--- src/common/scdr_pkg.sv ---
package scdr_pkg;

  // =====================================================================
  // register indices; the byte address is four times the index
  localparam logic [5:0] IDX_CHAN_C_FRACTION_HIGH = 6'h14;
  localparam logic [5:0] IDX_CHAN_D_INTEGER_OFFSET = 6'h15;
  localparam logic [5:0] IDX_CHAN_D_FRACTION_LOW = 6'h16;
  localparam logic [5:0] IDX_CHAN_D_FRACTION_MID = 6'h17;
  localparam logic [5:0] IDX_CHAN_D_FRACTION_HIGH = 6'h18;

  // =====================================================================
  // field layout
  localparam int FRACTION_W = 21;
  localparam int INTEGER_W = 7;
  localparam int FRAC_TOP_W = 5;
  localparam int RESERVED_BIT = 5;

  // =====================================================================
  // values after reset
  localparam logic [7:0] RST_CHAN_C_FRACTION_HIGH = 8'h10;
  localparam logic [7:0] RST_CHAN_D_INTEGER_OFFSET = 8'h40;
  localparam logic [7:0] RST_CHAN_D_FRACTION_LOW = 8'h00;
  localparam logic [7:0] RST_CHAN_D_FRACTION_MID = 8'h00;
  localparam logic [7:0] RST_CHAN_D_FRACTION_HIGH = 8'h10;

  // =====================================================================
  // divider settings handed to the synthesizer
  typedef struct packed {
    logic [FRAC_TOP_W-1:0] chan_c_fraction_top;
    logic [INTEGER_W-1:0] chan_d_integer;
    logic [FRACTION_W-1:0] chan_d_fraction;
  } scdr_divider_type;

endpackage

--- src/design/scdr_regs.sv ---
// Chosen here: the Wishbone register port.
`timescale 1ns/1ps

// Function
// - C high register holds fraction bits 20:16
// - D integer offset in bits 6:0
// - D low register gives fraction bits 7:0
// - D mid register gives fraction bits 15:8
// - three D bytes form 21-bit fraction
// - D high register gives bits 20:16
module scdr_regs (
  input wire logic CLK_I,
  input wire logic SYS_RST_I,
  input wire logic CYC_I,
  input wire logic STB_I,
  input wire logic WE_I,
  input wire logic [7:0] ADR_I,
  input wire logic [3:0] SEL_I,
  input wire logic [31:0] DAT_I,
  output logic [31:0] DAT_O,
  output logic ACK_O,
  output scdr_pkg::scdr_divider_type DIVIDER_O
);

  // =====================================================================
  // storage and handshake state
  logic [7:0] chan_c_fraction_high_ff;
  logic [7:0] chan_d_integer_offset_ff;
  logic [7:0] chan_d_fraction_low_ff;
  logic [7:0] chan_d_fraction_mid_ff;
  logic [7:0] chan_d_fraction_high_ff;
  logic [7:0] nxt_chan_c_fraction_high;
  logic [7:0] nxt_chan_d_integer_offset;
  logic [7:0] nxt_chan_d_fraction_low;
  logic [7:0] nxt_chan_d_fraction_mid;
  logic [7:0] nxt_chan_d_fraction_high;
  logic ack_ff;
  logic nxt_ack;
  logic [31:0] dat_ff;
  logic [31:0] nxt_dat;
  logic access;
  logic rd_access;
  logic wr_lane0;
  logic [7:0] wr_byte;
  logic [5:0] idx;
  logic hit_c_high;
  logic hit_d_int;
  logic hit_d_low;
  logic hit_d_mid;
  logic hit_d_high;
  logic wr_c_high;
  logic wr_d_int;
  logic wr_d_low;
  logic wr_d_mid;
  logic wr_d_high;
  logic [7:0] nxt_rdata;

  // =====================================================================
  // bus decode
  // one access per request; the ack gap lets the master drop the strobe
  assign access = CYC_I & STB_I & ~ack_ff;
  assign rd_access = access & ~WE_I;
  // registers are byte wide, only lane 0 carries them
  assign wr_lane0 = access & WE_I & SEL_I[0];
  assign wr_byte = DAT_I[7:0];
  // address bits 1:0 and the upper lanes carry nothing for this bank
  assign idx = ADR_I[7:2];
  assign hit_c_high = (idx == scdr_pkg::IDX_CHAN_C_FRACTION_HIGH);
  assign hit_d_int = (idx == scdr_pkg::IDX_CHAN_D_INTEGER_OFFSET);
  assign hit_d_low = (idx == scdr_pkg::IDX_CHAN_D_FRACTION_LOW);
  assign hit_d_mid = (idx == scdr_pkg::IDX_CHAN_D_FRACTION_MID);
  assign hit_d_high = (idx == scdr_pkg::IDX_CHAN_D_FRACTION_HIGH);
  assign wr_c_high = wr_lane0 & hit_c_high;
  assign wr_d_int = wr_lane0 & hit_d_int;
  assign wr_d_low = wr_lane0 & hit_d_low;
  assign wr_d_mid = wr_lane0 & hit_d_mid;
  assign wr_d_high = wr_lane0 & hit_d_high;

  // =====================================================================
  // handshake: ack exactly one cycle after the taking edge
  always_comb begin
    nxt_ack = access;
  end

  always_ff @(posedge CLK_I) begin
    if (SYS_RST_I) begin
      ack_ff <= 1'b0;
    end else begin
      ack_ff <= nxt_ack;
    end
  end

  // =====================================================================
  // read path
  // write only towards the synthesizer; read back is a debug aid
  always_comb begin
    case (idx)
      scdr_pkg::IDX_CHAN_C_FRACTION_HIGH: nxt_rdata = chan_c_fraction_high_ff;
      scdr_pkg::IDX_CHAN_D_INTEGER_OFFSET: nxt_rdata = chan_d_integer_offset_ff;
      scdr_pkg::IDX_CHAN_D_FRACTION_LOW: nxt_rdata = chan_d_fraction_low_ff;
      scdr_pkg::IDX_CHAN_D_FRACTION_MID: nxt_rdata = chan_d_fraction_mid_ff;
      scdr_pkg::IDX_CHAN_D_FRACTION_HIGH: nxt_rdata = chan_d_fraction_high_ff;
      default: nxt_rdata = 8'h00;
    endcase
  end

  // zero outside the ack cycle, so an or-tree bus needs no gating
  always_comb begin
    nxt_dat = 32'h00000000;
    if (rd_access) begin
      nxt_dat = {24'h000000, nxt_rdata};
    end
  end

  always_ff @(posedge CLK_I) begin
    if (SYS_RST_I) begin
      dat_ff <= 32'h00000000;
    end else begin
      dat_ff <= nxt_dat;
    end
  end

  // =====================================================================
  // channel C fraction bits 20:16
  // bits 7:6 unused and read zero; reserved bit 5 stored as written
  always_comb begin
    if (wr_c_high) begin
      nxt_chan_c_fraction_high = {2'h0, wr_byte[5:0]};
    end else begin
      nxt_chan_c_fraction_high = chan_c_fraction_high_ff;
    end
  end

  always_ff @(posedge CLK_I) begin
    if (SYS_RST_I) begin
      chan_c_fraction_high_ff <= scdr_pkg::RST_CHAN_C_FRACTION_HIGH;
    end else begin
      chan_c_fraction_high_ff <= nxt_chan_c_fraction_high;
    end
  end

  // =====================================================================
  // channel D integer offset
  // bit 7 unused, so it is never stored
  always_comb begin
    if (wr_d_int) begin
      nxt_chan_d_integer_offset = {1'b0, wr_byte[6:0]};
    end else begin
      nxt_chan_d_integer_offset = chan_d_integer_offset_ff;
    end
  end

  always_ff @(posedge CLK_I) begin
    if (SYS_RST_I) begin
      chan_d_integer_offset_ff <= scdr_pkg::RST_CHAN_D_INTEGER_OFFSET;
    end else begin
      chan_d_integer_offset_ff <= nxt_chan_d_integer_offset;
    end
  end

  // =====================================================================
  // channel D fraction bits 7:0
  // all eight bits carry the ratio
  always_comb begin
    if (wr_d_low) begin
      nxt_chan_d_fraction_low = wr_byte;
    end else begin
      nxt_chan_d_fraction_low = chan_d_fraction_low_ff;
    end
  end

  always_ff @(posedge CLK_I) begin
    if (SYS_RST_I) begin
      chan_d_fraction_low_ff <= scdr_pkg::RST_CHAN_D_FRACTION_LOW;
    end else begin
      chan_d_fraction_low_ff <= nxt_chan_d_fraction_low;
    end
  end

  // =====================================================================
  // channel D fraction bits 15:8
  // all eight bits carry the ratio
  always_comb begin
    if (wr_d_mid) begin
      nxt_chan_d_fraction_mid = wr_byte;
    end else begin
      nxt_chan_d_fraction_mid = chan_d_fraction_mid_ff;
    end
  end

  always_ff @(posedge CLK_I) begin
    if (SYS_RST_I) begin
      chan_d_fraction_mid_ff <= scdr_pkg::RST_CHAN_D_FRACTION_MID;
    end else begin
      chan_d_fraction_mid_ff <= nxt_chan_d_fraction_mid;
    end
  end

  // =====================================================================
  // channel D fraction bits 20:16
  // same layout as the channel C high register
  always_comb begin
    if (wr_d_high) begin
      nxt_chan_d_fraction_high = {2'h0, wr_byte[5:0]};
    end else begin
      nxt_chan_d_fraction_high = chan_d_fraction_high_ff;
    end
  end

  always_ff @(posedge CLK_I) begin
    if (SYS_RST_I) begin
      chan_d_fraction_high_ff <= scdr_pkg::RST_CHAN_D_FRACTION_HIGH;
    end else begin
      chan_d_fraction_high_ff <= nxt_chan_d_fraction_high;
    end
  end

  // =====================================================================
  // outputs; reserved bit never reaches the divider
  assign ACK_O = ack_ff;
  assign DAT_O = dat_ff;
  assign DIVIDER_O.chan_c_fraction_top = chan_c_fraction_high_ff[4:0];
  assign DIVIDER_O.chan_d_integer = chan_d_integer_offset_ff[6:0];
  // no shadowing: mixed ratios show between byte writes
  assign DIVIDER_O.chan_d_fraction = {chan_d_fraction_high_ff[4:0],
                                      chan_d_fraction_mid_ff,
                                      chan_d_fraction_low_ff};

endmodule
--- config.mk ---
export PLATFORM = sky130hd
export DESIGN_NAME = scdr_regs
export DESIGN_NICKNAME = d
export VERILOG_FILES = /design/src/common/scdr_pkg.sv /design/src/design/scdr_regs.sv
export SDC_FILE = /design/constraint.sdc
export NUM_CORES = 1
export LEC_CHECK = 0
export BUFFER_PORTS_ARGS = -buffer_cell sky130_fd_sc_hd__buf_4
export CAP_MARGIN = 20
export CORE_MARGIN = 10
export CORE_UTILIZATION = 48
export DETAILED_ROUTE_END_ITERATION = 7
export GPL_ROUTABILITY_DRIVEN = 0
export PLACE_DENSITY = 0.85
export SLEW_MARGIN = 20
export SYNTH_ARGS = -nofsm -noshare
export SYNTH_HDL_FRONTEND = slang
export SYNTH_SLANG_ARGS = --single-unit
--- constraint.sdc ---
create_clock -name CLK_I -period 2.65 [get_ports CLK_I]
set_input_delay 0.3975 -clock CLK_I [delete_from_list [all_inputs] [get_ports CLK_I]]
set_output_delay 0.3975 -clock CLK_I [all_outputs]
set_load 0.1 [all_outputs]
# --- After elaboration in Yosys (flattened, before gate mapping) ---
# Index checks and enable logic that the tools add are counted.
op_classes:
  n_reduce_logical: 1
  n_mux: 1
  bitwise_logic: 13
  n_eq_ne: 5
op_table:
  columns: ["operator", "n"]
  rows:
  - ["one-hot mux 8 bit (5 select lines)", 1]
  - ["equality test 6 x 5 -> 1 bit, second input constant", 5]
  - ["AND 1 bit", 10]
  - ["inverter 1 bit", 3]
  - ["OR reduction 2 bit", 1]
word_totals:
  output_inout_bits: 66
  elab_cells: 28
  register_bits: 68
  input_bits: 49

# --- Longest topological paths before layout ---
# Gate-level depths: netlist (run 1).
logic_depth:
  depth_word: 5
  depth_mapped: 6
  depth_no_buf: 4

# --- Worst setup path before layout (run 1) ---
# Ideal clock, no wire load.
synth_path:
  path_kind: "register to register"
  from: "reg ack_ff, in the netlist ACK_O"
  to: "reg chan_d_integer_offset_ff[6]"
  path_stages_with_launch: 6
  period_less_slack_ns: 2.159
  setup_ns: 0.119
  required_time_ns: 2.531
  n_path_buf: 1
  path_slack_ns: 0.491
  t_arrival_ns: 2.040
  path_cell_list: "dfxtp_1 > nand3b_2 > or4_4 > buf_6 > mux2i_1 > nand2b_1"
synth_between:
  elab_chain_len: 5
synth_lines:
  columns: ["item", "line", "source"]
  rows:
  - ["from (decl)", "scdr_regs.sv:37", "logic ack_ff;"]
  - ["from (signal assigned)", "scdr_regs.sv:89", "ack_ff <= nxt_ack;"]
  - ["inverter 1 bit", "scdr_regs.sv:61", "assign access = CYC_I & STB_I & ~ack_ff;"]
  - ["AND 1 bit", "scdr_regs.sv:61", null]
  - ["AND 1 bit (2 in series)", "scdr_regs.sv:64", "assign wr_lane0 = access & WE_I & SEL_I[0];"]
  - ["AND 1 bit", "scdr_regs.sv:74", "assign wr_d_int = wr_lane0 & hit_d_int;"]
  - ["to (signal assigned)", "scdr_regs.sv:155", "chan_d_integer_offset_ff <= scdr_pkg::RST_CHAN_D_INTEGER_OFFSET;"]
  - ["to (signal assigned)", "scdr_regs.sv:157", "chan_d_integer_offset_ff <= nxt_chan_d_integer_offset;"]
  - ["to (decl)", "scdr_regs.sv:28", "logic [7:0] chan_d_integer_offset_ff;"]
# No other way between the ends.
# A chain may end at the register's enable or synchronous reset.

# --- Final worst setup path (run 1) ---
layout_path:
  from: "reg ack_ff, in the netlist ACK_O"
  to: "reg chan_d_fraction_low_ff[7]"
layout_between:
  elab_chain_len: 5
layout_lines:
  columns: ["item", "line", "source"]
  rows:
  - ["inverter 1 bit", "scdr_regs.sv:61", null]
  - ["AND 1 bit", "scdr_regs.sv:61", null]
  - ["AND 1 bit (2 in series)", "scdr_regs.sv:64", null]
  - ["AND 1 bit", "scdr_regs.sv:75", "assign wr_d_low = wr_lane0 & hit_d_low;"]
  - ["to (signal assigned)", "scdr_regs.sv:174", "chan_d_fraction_low_ff <= scdr_pkg::RST_CHAN_D_FRACTION_LOW;"]
  - ["to (signal assigned)", "scdr_regs.sv:176", "chan_d_fraction_low_ff <= nxt_chan_d_fraction_low;"]
  - ["to (decl)", "scdr_regs.sv:29", "logic [7:0] chan_d_fraction_low_ff;"]
# No other way between the ends.

==> run metrics, run 1 <==
status=completed; largest cells by area after synthesis=dfxtp_1, mux2i_1, buf_4; crit path from=ACK_O$_SDFF_PP0_; Bufs and invs on worst path=1; number of nets in the layout=just over 300; Post-route DRC=0; Chip Width=roughly 86 microns; post-synth top area share=0.417; clock latency on the worst-skew pair=0.29 ns; Detailed Route WL=~5400 microns; vias in the first global route=1,641; TritonRoute pass-1 iters=4; largest net degree at the start of global routing=37; antenna viol nets, final=0; total grt overflow=0; clock sink count=44; yosys warns=0; CTS tree=built; Antenna Cells=0; first-pass GRT wire length=roughly 8400 microns; PortBufs=61; post-synthesis register bit count=44; CP cell instances=nand3b_2, nor4_4, buf_4, mux2i_1, nor2_1; Clock Skews=approximately 0.0053 ns; DR WL/cell=about 17 microns; die area=0.00745 sq mm; CP top delay family=simple AND/OR/NAND/NOR gates; crit path DAT=around 2.0 ns; Hold-fix buffers, CTS=0; top_reg_cell synth=dfxtp_1; post-CTS setup repair buffer count=0; drt via density=around 5.1; library cells used by synthesis=26; clock slew at reported path FFs=0.08 ns; Max Clock Freq=541 MHz; Startpoint Class=flop; Max Cap Viol=0; period utilization=0.697; Hold WC Path Type=primary input to flop; CTS root buffer=clkbuf_8; Total Routing Usage GR=0.142; CORE AREA=about 0.0043 sq mm; critical path's slowest cell=nor4_4; Async SR Flop Fraction=0; EDFF count, synth=0; largest area contributor in the netlist=dfxtp_1; crit path capture type=flop; Hold Slack=about 0.34 ns; sequential area share after synthesis=0.417; final setup TNS=0 ns; Final Setup Violations=0; Mapped Cells=~210; top-count cell post-synth=dfxtp_1; Crit path largest cell delay=0.53 ns; vias=approximately 1,600; multi-input logic area=1000 sq um; RSZ-0062 raised after global routing=no; filler instances=384; worst path required time=around 2.8 ns; CTS Buf Count=5; Placement Rows=24; RR Startpoint=ACK_O$_SDFF_PP0_; PD cells=~520 mW/mm^2; initial antenna violation count=0; Post-Syn Area=approximately 0.0021 sq mm; CP Class=flop to flop; area grow syn2layout=19.7%; Die Y=between 80 and 90 microns; Worst Tran Pin Value=between 0.5 and 0.6 ns; Initial Utilization=0.492; register area=a little under 900 sq um; post-DP HPWL=roughly 4000 microns; VDD IR-drop max=approximately 0.36 mV; crit path max fanout=6; Final Critical Period=roughly 1.8 ns; Worst Hold Launch=DAT_I[6]; fraction of layout instances using a drive strength above 1=0.308; leak pwr=~1.1 nW; relative slew slack=0.607; post-CTS sizing=0; clk buf depth=2; max-slew violation count=0; final hold violation count=0; 1st-iter DRT viols=a little under 90; I/O pin cnt=115; syn_area_per_cell=around 10 sq um; H-Tree Depth=2; Commonest cells post-synth=dfxtp_1, mux2i_1, nor2_1
path summary, 6_finish.rpt:
| kind | cells past startpoint | to | slack, ns |
|---|---|---|---|
| max | 5 | chan_d_fraction_low_ff[7]$_SDFFE_PP0P_ | 0.80 |
| min | 3 | chan_d_integer_offset_ff[6]$_SDFFE_PP1P_ | 0.34 |
| max reg2reg | 5 | chan_d_fraction_low_ff[7]$_SDFFE_PP0P_ | 0.80 |
| min reg2reg | 2 | chan_d_fraction_high_ff[5]$_SDFFE_PP0P_ | 0.50 |
cell type report:
| type | count | share of cell area |
|---|---|---|
| clock buffers | 7 | 0.0342 |
| clock inverters | 1 | 0.00297 |
| multi-input cells | 146 | 0.396 |
| flip-flops and latches | 44 | 0.349 |
| well taps | 52 | 0.0257 |
| repair buffers | 65 | 0.193 |
where the power goes:
part / leakage (nW) / total [mW] / switching (mW) / internal [mW]
combinational: 0.744 / 0.226 / 0.195 / 0.0312
clock: 0.0445 / 0.432 / 0.220 / 0.212
sequential: 0.354 / 0.662 / 0.000497 / 0.661
total: 1.14 / 1.32 / 0.416 / 0.904
cell usage in the layout, fill, tap and decap left out, drive strengths merged, types with 2 or more instances in the layout:
| cell | instances |
|---|---|
| a22oi | 7 |
| conb | 24 |
| dfxtp | 44 |
| nand3b | 3 |
| nor2 | 38 |
| or4 | 2 |
| a21oi | 7 |
| mux2i | 40 |
| nand2 | 3 |
| clkbuf | 7 |
| buf | 65 |
| nand2b | 2 |
| nor4 | 3 |
| or3b | 4 |
| a2bb2oi | 6 |
kinds of logic (layout without fill, tap and decap cells):
logic type,Yosys count,in the layout,synth area share
compound gates,22,22,0.0729
buf+inv,44,73,0.150
flops,44,44,0.417
mux,41,41,0.195
other cells,1,24,0.00178
simple gates,59,59,0.163
flip-flops by register name (all words and copies together) (netlist names):
name and cells:
chan_d_fraction_mid_ff 8, chan_d_fraction_high_ff 6, DAT_O 8, chan_d_fraction_low_ff 8, chan_d_integer_offset_ff 7, ACK_O 1, chan_c_fraction_high_ff 6
worst register-to-register path: cells and delay by family (launching register included):
| family | cells | cell delay (ns) |
|---|---|---|
| flops | 1 | 0.31 |
| buf+inv | 1 | 0.26 |
| simple gates | 3 | 0.92 |
| mux | 1 | 0.24 |
layer usage:
layer | GRT usage | routed length [microns]
met5 | 0 | 0
met4 | 0.0398 | 44
met3 | 0.0582 | 441
met2 | 0.240 | 2690
met1 | 0.162 | 2200
metrics by stage:
| stage | total power, mW | setup WS [ns] | cells | utilization | area, sq um |
|---|---|---|---|---|---|
| global placement | 0.900 | 0.600 | 307 | 0.567 | 2430 |
| detailed placement | 0.902 | 0.547 | 307 | 0.567 | 2430 |
| floorplan | 0.893 | 0.491 | 234 | - | 2200 |
| finish | 1.32 | 0.802 | 315 | 0.589 | 2530 |
| global route | 1.37 | 0.694 | 315 | 0.589 | 2530 |
| CTS | 1.33 | 0.797 | 315 | 0.589 | 2530 |
Note: power is estimated with default switching activity, not from simulation.
==> run 2: changes to the inputs <==
--- a/config.mk
+++ b/config.mk
@@ -8,10 +8,10 @@
 export BUFFER_PORTS_ARGS = -buffer_cell sky130_fd_sc_hd__buf_4
 export CAP_MARGIN = 20
 export CORE_MARGIN = 10
-export CORE_UTILIZATION = 48
+export CORE_UTILIZATION = 44
 export DETAILED_ROUTE_END_ITERATION = 7
 export GPL_ROUTABILITY_DRIVEN = 0
-export PLACE_DENSITY = 0.85
+export PLACE_DENSITY = 0.79
 export SLEW_MARGIN = 20
 export SYNTH_ARGS = -nofsm -noshare
 export SYNTH_HDL_FRONTEND = slang
==> constraint.sdc (replaced) <==
create_clock -name CLK_I -period 1.9 [get_ports CLK_I]
set_input_delay 0.285 -clock CLK_I [delete_from_list [all_inputs] [get_ports CLK_I]]
set_output_delay 0.285 -clock CLK_I [all_outputs]
set_load 0.1 [all_outputs]
==> run 2 against run 1 <==
Net effect:
- sequential share of layout area down 1.3 points
- final area up 4.0%
- total power up 38%
- sequential power up 39%
- combinational power up 43%
- worst hold slack worse by 0.12 ns
- first-iteration DRC count down 17%
- critical endpoint is now chan_d_fraction_high_ff[5]$_SDFFE_PP0P_
- clock power up 34%
- clock-buffer cell count unchanged
- critical path type is now primary input to flop
- cell count up 4.8%
==> run metrics, run 2 (synthesis gave the netlist of run 1 again) <==
Power, Total=1.83 mW (was 1.32 mW); Final Setup Violations=0 (unchanged); Max Clock Freq=roughly 630 MHz; met1 usage=0.152 (was 0.162); Bufs and invs on worst path=3 (was 1); CTS root buffer=clkbuf_8 (unchanged); Hold WC Path Type=primary input to flop (unchanged); Placement Rows=25 (was 24); antenna viol nets, final=0 (unchanged); H-Tree Depth=2 (unchanged); fraction of layout instances using a drive strength above 1=0.341 (was 0.308); clock sink count=44 (unchanged); post-DP HPWL=4160 microns (was 3990 microns); status=completed (unchanged); DR WL/cell=16.3 microns (was 17.1 microns); RSZ-0062 raised after global routing=no (unchanged); Final Critical Period=~1.6 ns; GR Util met2=0.234 (was 0.240); Chip Width=89.3 microns (was 86.3 microns); clk buf depth=2 (unchanged); largest net degree at the start of global routing=37 (unchanged); Hold Slack=0.217 ns (was 0.342 ns); CORE AREA=0.00469 sq mm (was 0.00429 sq mm); commonest cells after routing, fill and taps aside=buf_4, dfxtp_1, mux2i_1 (unchanged); Die Y=89.3 microns (was 86.3 microns); Clock Skews=0.00357 ns (was 0.00526 ns); worst path required time=2.08 ns (was 2.82 ns); number of nets in the layout=324 (was 311); setup slack at placement=-0.00861 ns (was 0.547 ns); Detailed Route WL=5390 microns (was 5380 microns); Initial Utilization=0.450 (was 0.492); Worst Hold End=chan_d_integer_offset_ff[6]$_SDFFE_PP1P_ (unchanged); area grow syn2layout=24.5% (was 19.7%); initial antenna violation count=0 (unchanged); Hold-fix buffers, CTS=0 (unchanged); max-slew violation count=0 (unchanged); post-CTS sizing=0 (unchanged); most frequent cell on the critical path=buf_4; Post-route DRC=0 (unchanged); M3 GR Usage=0.0538 (was 0.0582); vias in the first global route=1,659 (was 1,641); final setup TNS=0 ns (unchanged); die area=0.00797 sq mm (was 0.00745 sq mm); critical path's slowest cell=or3b_1 (was nor4_4); Reg2Reg Setup Slack=0.31 ns (was 0.80 ns); CP Class=primary input to flop (was flop to flop); TritonRoute pass-1 iters=4 (unchanged); CP cell instances=buf_4, or3b_1, buf_4, nor4_4, buf_4, mux2i_1, nor2_1 (was nand3b_2, nor4_4, buf_4, mux2i_1, nor2_1); first-pass GRT wire length=8340 microns (was 8400 microns); I/O pin cnt=115 (unchanged); Reg-to-Reg End=chan_d_integer_offset_ff[4]$_SDFFE_PP0P_ (was chan_d_fraction_low_ff[7]$_SDFFE_PP0P_); crit path capture type=flop (unchanged); drt via density=4.95 (was 5.07); vias=1,634 (was 1,598); Total Routing Usage GR=0.137 (was 0.142); Antenna Cells=0 (unchanged); Worst R2R Path Depth=4 (was 5); leak pwr=1.22 nW (was 1.14 nW); crit path DAT=1.77 ns (was 2.02 ns); clock latency on the worst-skew pair=0.30 ns (was 0.29 ns); Final Util=0.560 (was 0.589); 1st-iter DRT viols=72 (was 87); crit path max fanout=5 (was 6); most common cell after layout, fill and taps aside=buf_4 (unchanged); CTS tree=built (unchanged); total grt overflow=0 (unchanged); post-CTS setup repair buffer count=0 (unchanged); Crit path largest cell delay=0.44 ns (was 0.53 ns); CP top delay family=simple AND/OR/NAND/NOR gates (unchanged); Startpoint Class=primary input (was flop); Worst Hold Launch=DAT_I[6] (unchanged); VDD IR-drop max=0.359 mV (was 0.363 mV); period utilization=0.837; GRT busiest layer=met2 (unchanged); clock slew at reported path FFs=0.08 ns (about the same); CTS Buf Count=5 (unchanged); final hold violation count=0 (unchanged); PortBufs=61 (unchanged); Hold Crit Depth=3 (unchanged); filler instances=449 (was 384); PD cells=694 mW/mm^2 (was 522 mW/mm^2); RR Startpoint=ACK_O$_SDFF_PP0_ (unchanged); Final Worst Setup Slack=0.310 ns (was 0.802 ns); Max Cap Viol=0 (unchanged)
## run 2: worst min-delay path: cells and delay by family
kind	cells	cell delay [ns]
mux	1	0.05
simple gates	1	0.06
buf+inv	1	0.09
## run 2: layout make-up
class / count / area [sq um] / share of cell area
multi-input combinational: 146 / 1010 / 0.384
timing repair buffer: 78 / 586 / 0.223
tap: 54 / 67.6 / 0.0257
clock inverter: 1 / 8.76 / 0.00333
clock buffer: 7 / 76.3 / 0.0290
sequential: 44 / 882 / 0.336
## run 2: worst max path at each step
| stage | from | end | slack, ns | depth (start not counted) |
|---|---|---|---|---|
| after global placement | ADR_I[3] | chan_d_fraction_high_ff[5]$_SDFFE_PP0P_ | -0.0006 | 7 |
| after floorplan | ACK_O$_SDFF_PP0_ | chan_d_integer_offset_ff[6]$_SDFFE_PP1P_ | 0.12 | 5 |
| after global routing | ADR_I[3] | chan_d_fraction_high_ff[3]$_SDFFE_PP0P_ | 0.20 | 7 |
| after CTS | ACK_O$_SDFF_PP0_ | chan_d_integer_offset_ff[4]$_SDFFE_PP0P_ | 0.30 | 4 |
| final | ADR_I[3] | chan_d_fraction_high_ff[5]$_SDFFE_PP0P_ | 0.31 | 7 |
| after detailed placement | ADR_I[3] | chan_d_fraction_high_ff[0]$_SDFFE_PP0P_ | -0.009 | 7 |
## run 2: stage by stage
step           area [sq um]  std cells
2_1_floorplan          2210        234
3_3_place_gp           2540        322
3_5_place_dp           2540        322
6_report               2630        330
4_1_cts                2630        330
5_1_grt                2630        330
## run 2: layer usage
metal	part of all wire	up-vias	routed length, microns
met5	0	-	0
met2	0.49	59	2640
met4	0.011	0	59
li1	-	797	-
met1	0.41	771	2190
met3	0.094	7	505
## run 2: where the power goes
part	internal [mW]	leakage [nW]	switching [mW]
sequential	0.922	0.355	0.000797
clock	0.263	0.0424	0.316
combinational	0.0500	0.818	0.273
==> run 3: changes to the inputs <==
--- a/config.mk
+++ b/config.mk
@@ -8,10 +8,10 @@
 export BUFFER_PORTS_ARGS = -buffer_cell sky130_fd_sc_hd__buf_4
 export CAP_MARGIN = 20
 export CORE_MARGIN = 10
-export CORE_UTILIZATION = 44
+export CORE_UTILIZATION = 40
 export DETAILED_ROUTE_END_ITERATION = 7
 export GPL_ROUTABILITY_DRIVEN = 0
-export PLACE_DENSITY = 0.79
+export PLACE_DENSITY = 0.76
 export SLEW_MARGIN = 20
 export SYNTH_ARGS = -nofsm -noshare
 export SYNTH_HDL_FRONTEND = slang
==> constraint.sdc (replaced) <==
create_clock -name CLK_I -period 1.45 [get_ports CLK_I]
set_input_delay 0.2175 -clock CLK_I [delete_from_list [all_inputs] [get_ports CLK_I]]
set_output_delay 0.2175 -clock CLK_I [all_outputs]
set_load 0.1 [all_outputs]
==> run 3 against run 2 <==
Net effect:
- clock skew grew 0.0041 ns
- cell count is 7.3% higher
- largest cell class unchanged
- clock-buffer cell count unchanged
- register-to-register slack worse by 0.33 ns
- the flow now finishes with violations (negative setup slack)
- combinational power up 38%
- critical path type unchanged
- highest routed layer unchanged
- sequential share of layout area fell by 1.6 points
- sequential power grew 31%
- first-iteration DRC count down 19%
- wire length rose by 6.9%
==> run metrics, run 3 (synthesis gave the netlist of run 1 again) <==
Chip Width=92.6 microns (was 89.3 microns); commonest cells after routing, fill and taps aside=buf_4, dfxtp_1, mux2i_1 (unchanged); leak pwr=1.27 nW (was 1.22 nW); I/O pin cnt=115 (unchanged); Final Critical Period=~1.5 ns; total grt overflow=0 (unchanged); Hold-fix buffers, CTS=0 (unchanged); worst path required time=1.63 ns (was 2.08 ns); most common cell after layout, fill and taps aside=buf_4 (unchanged); CP Class=primary input to flop (unchanged); antenna viol nets, final=0 (unchanged); multi-input logic area=0.00103 sq mm (was 0.00101 sq mm); Final Worst Setup Slack=-0.0314 ns (was 0.310 ns); Die Y=92.6 microns (was 89.3 microns); clock latency on the worst-skew pair=0.30 ns (about the same); Worst R2R Path Depth=6 (was 4); vias in the first global route=1,855 (was 1,659); TritonRoute pass-1 iters=4 (unchanged); PD cells=890 mW/mm^2 (was 694 mW/mm^2); number of nets in the layout=332 (was 324); final hold violation count=0 (unchanged); Post-route DRC=0 (unchanged); Clock Skews=0.00767 ns (was 0.00357 ns); post-DP HPWL=4430 microns (was 4160 microns); filler instances=482 (was 449); PortBufs=61 (unchanged); CORE AREA=0.00511 sq mm (was 0.00469 sq mm); Max Clock Freq=a little under 700 MHz; initial antenna violation count=0 (unchanged); status=finished with violations (was completed); Antenna Cells=0 (unchanged); register area=887 sq um (was 882 sq um); largest net degree at the start of global routing=36 (was 37); 1st-iter DRT viols=58 (was 72); crit path max fanout=6 (was 5); period utilization=1.02; most frequent cell on the critical path=buf_6 (was buf_4); fraction of layout instances using a drive strength above 1=0.387 (was 0.341); clock sink count=44 (unchanged); RSZ-0062 raised after global routing=yes (was no); drt via density=4.69 (was 4.95); Hold Crit Depth=2 (was 3); Placement Rows=26 (was 25); Crit path largest cell delay=0.42 ns (was 0.44 ns); Power, Total=2.47 mW (was 1.83 mW); crit path DAT=1.66 ns (was 1.77 ns); H-Tree Depth=2 (unchanged); clk buf depth=2 (unchanged); crit path capture type=flop (unchanged); Reg-to-Reg End=chan_d_fraction_mid_ff[2]$_SDFFE_PP0P_ (was chan_d_integer_offset_ff[4]$_SDFFE_PP0P_); Final Util=0.543 (was 0.560); crit path from=ADR_I[7] (was ADR_I[3]); Hold WC Path Type=primary input to flop (unchanged); Max Cap Viol=0 (unchanged); Total Routing Usage GR=0.132 (was 0.137); RR Startpoint=ACK_O$_SDFF_PP0_ (unchanged); die area=0.00858 sq mm (was 0.00797 sq mm); CP cell instances=buf_6, or3b_4, buf_6, nor4_4, buf_4, mux2i_1, nor2_1 (was buf_4, or3b_1, buf_4, nor4_4, buf_4, mux2i_1, nor2_1); Final Setup Violations=8 (was 0); Reg2Reg Setup Slack=-0.02 ns (was 0.31 ns); max-slew violation count=0 (unchanged); vias=1,662 (was 1,634); area grow syn2layout=31.4% (was 24.5%); Initial Utilization=0.413 (was 0.450); CTS root buffer=clkbuf_8 (unchanged); critical path's slowest cell=or3b_4 (was or3b_1); Startpoint Class=primary input (unchanged); failing checks=negative setup slack; clock slew at reported path FFs=0.09 ns (was 0.08 ns); DR WL/cell=16.3 microns (about the same); Worst Hold End=ACK_O$_SDFF_PP0_ (was chan_d_integer_offset_ff[6]$_SDFFE_PP1P_); VDD IR-drop max=0.590 mV (was 0.359 mV); CTS Buf Count=5 (unchanged); first-pass GRT wire length=9130 microns (was 8340 microns); CTS tree=built (unchanged); Worst Hold Launch=SYS_RST_I (was DAT_I[6]); Detailed Route WL=5760 microns (was 5390 microns)
## run 3: cell count changes in the layout (fill, tap and decap cells not counted), moves of 2 or more
cell     delta
or3b_4      +3
dfxtp_1     -2
or3b_2      -2
a21oi_1     -3
buf_6       +8
a21oi_2     +3
## run 3: worst max path at each step
stage                                                          end  slack [ns]  cells past startpoint
after detailed placement   chan_d_fraction_high_ff[2]$_SDFFE_PP0P_       -0.38                      7
final                      chan_d_fraction_high_ff[0]$_SDFFE_PP0P_       -0.03                      7
after floorplan           chan_d_integer_offset_ff[6]$_SDFFE_PP1P_       -0.21                      6
after global placement     chan_c_fraction_high_ff[0]$_SDFFE_PP0P_       -0.34                      5
after global routing       chan_d_fraction_high_ff[0]$_SDFFE_PP0P_       -0.10                      7
after CTS                  chan_d_fraction_high_ff[0]$_SDFFE_PP0P_       -0.03                      5
## run 3: critical path, delay by kind of cell
kind                   cells  cell delay, ns
AND/OR/NAND/NOR            3            0.81
buffers and inverters      3            0.44
multiplexers               1            0.19
## run 3: metal layers
metal / global-route usage / vias up / wire length, microns
met1: 0.137 / 792 / 2310
met3: 0.0549 / 8 / 395
met4: 0.0527 / 0 / 59
met5: 0 / - / 0
met2: 0.231 / 49 / 2990
li1: - / 813 / -
## run 3: timing repair
item,4_1_cts,5_1_grt
pin swaps,1,4
resized for setup,5,10
buffers inserted,1,1
setup endpoints to repair,28,35
## run 3: layout make-up
class,instances,area share
flip-flops and latches,44,0.320
clock inverters,1,0.00226
repair buffers,86,0.244
clock buffers,7,0.0311
multi-input cells,146,0.371
well taps,70,0.0316
## run 3: report_power, final
group	switching (mW)	total (mW)	internal [mW]	leakage, nW
registers	0.00102	1.21	1.21	0.356
clock network	0.424	0.813	0.389	0.0488
logic	0.364	0.447	0.0832	0.868
## run 3: through the flow
step                      worst slack (ns)  std cells  TNS [ns]  hold WS [ns]  instance area (sq um)
after floorplan                     -0.213        234     -6.05         0.335                   2220
after global placement              -0.341        344    -10.48         0.391                   2610
after detailed placement            -0.381        344    -11.91         0.390                   2610
after CTS                          -0.0290        353    -0.137        0.0706                   2730
after global routing                -0.103        354     -1.58        0.0681                   2770
final                              -0.0314        354    -0.119        0.0656                   2770
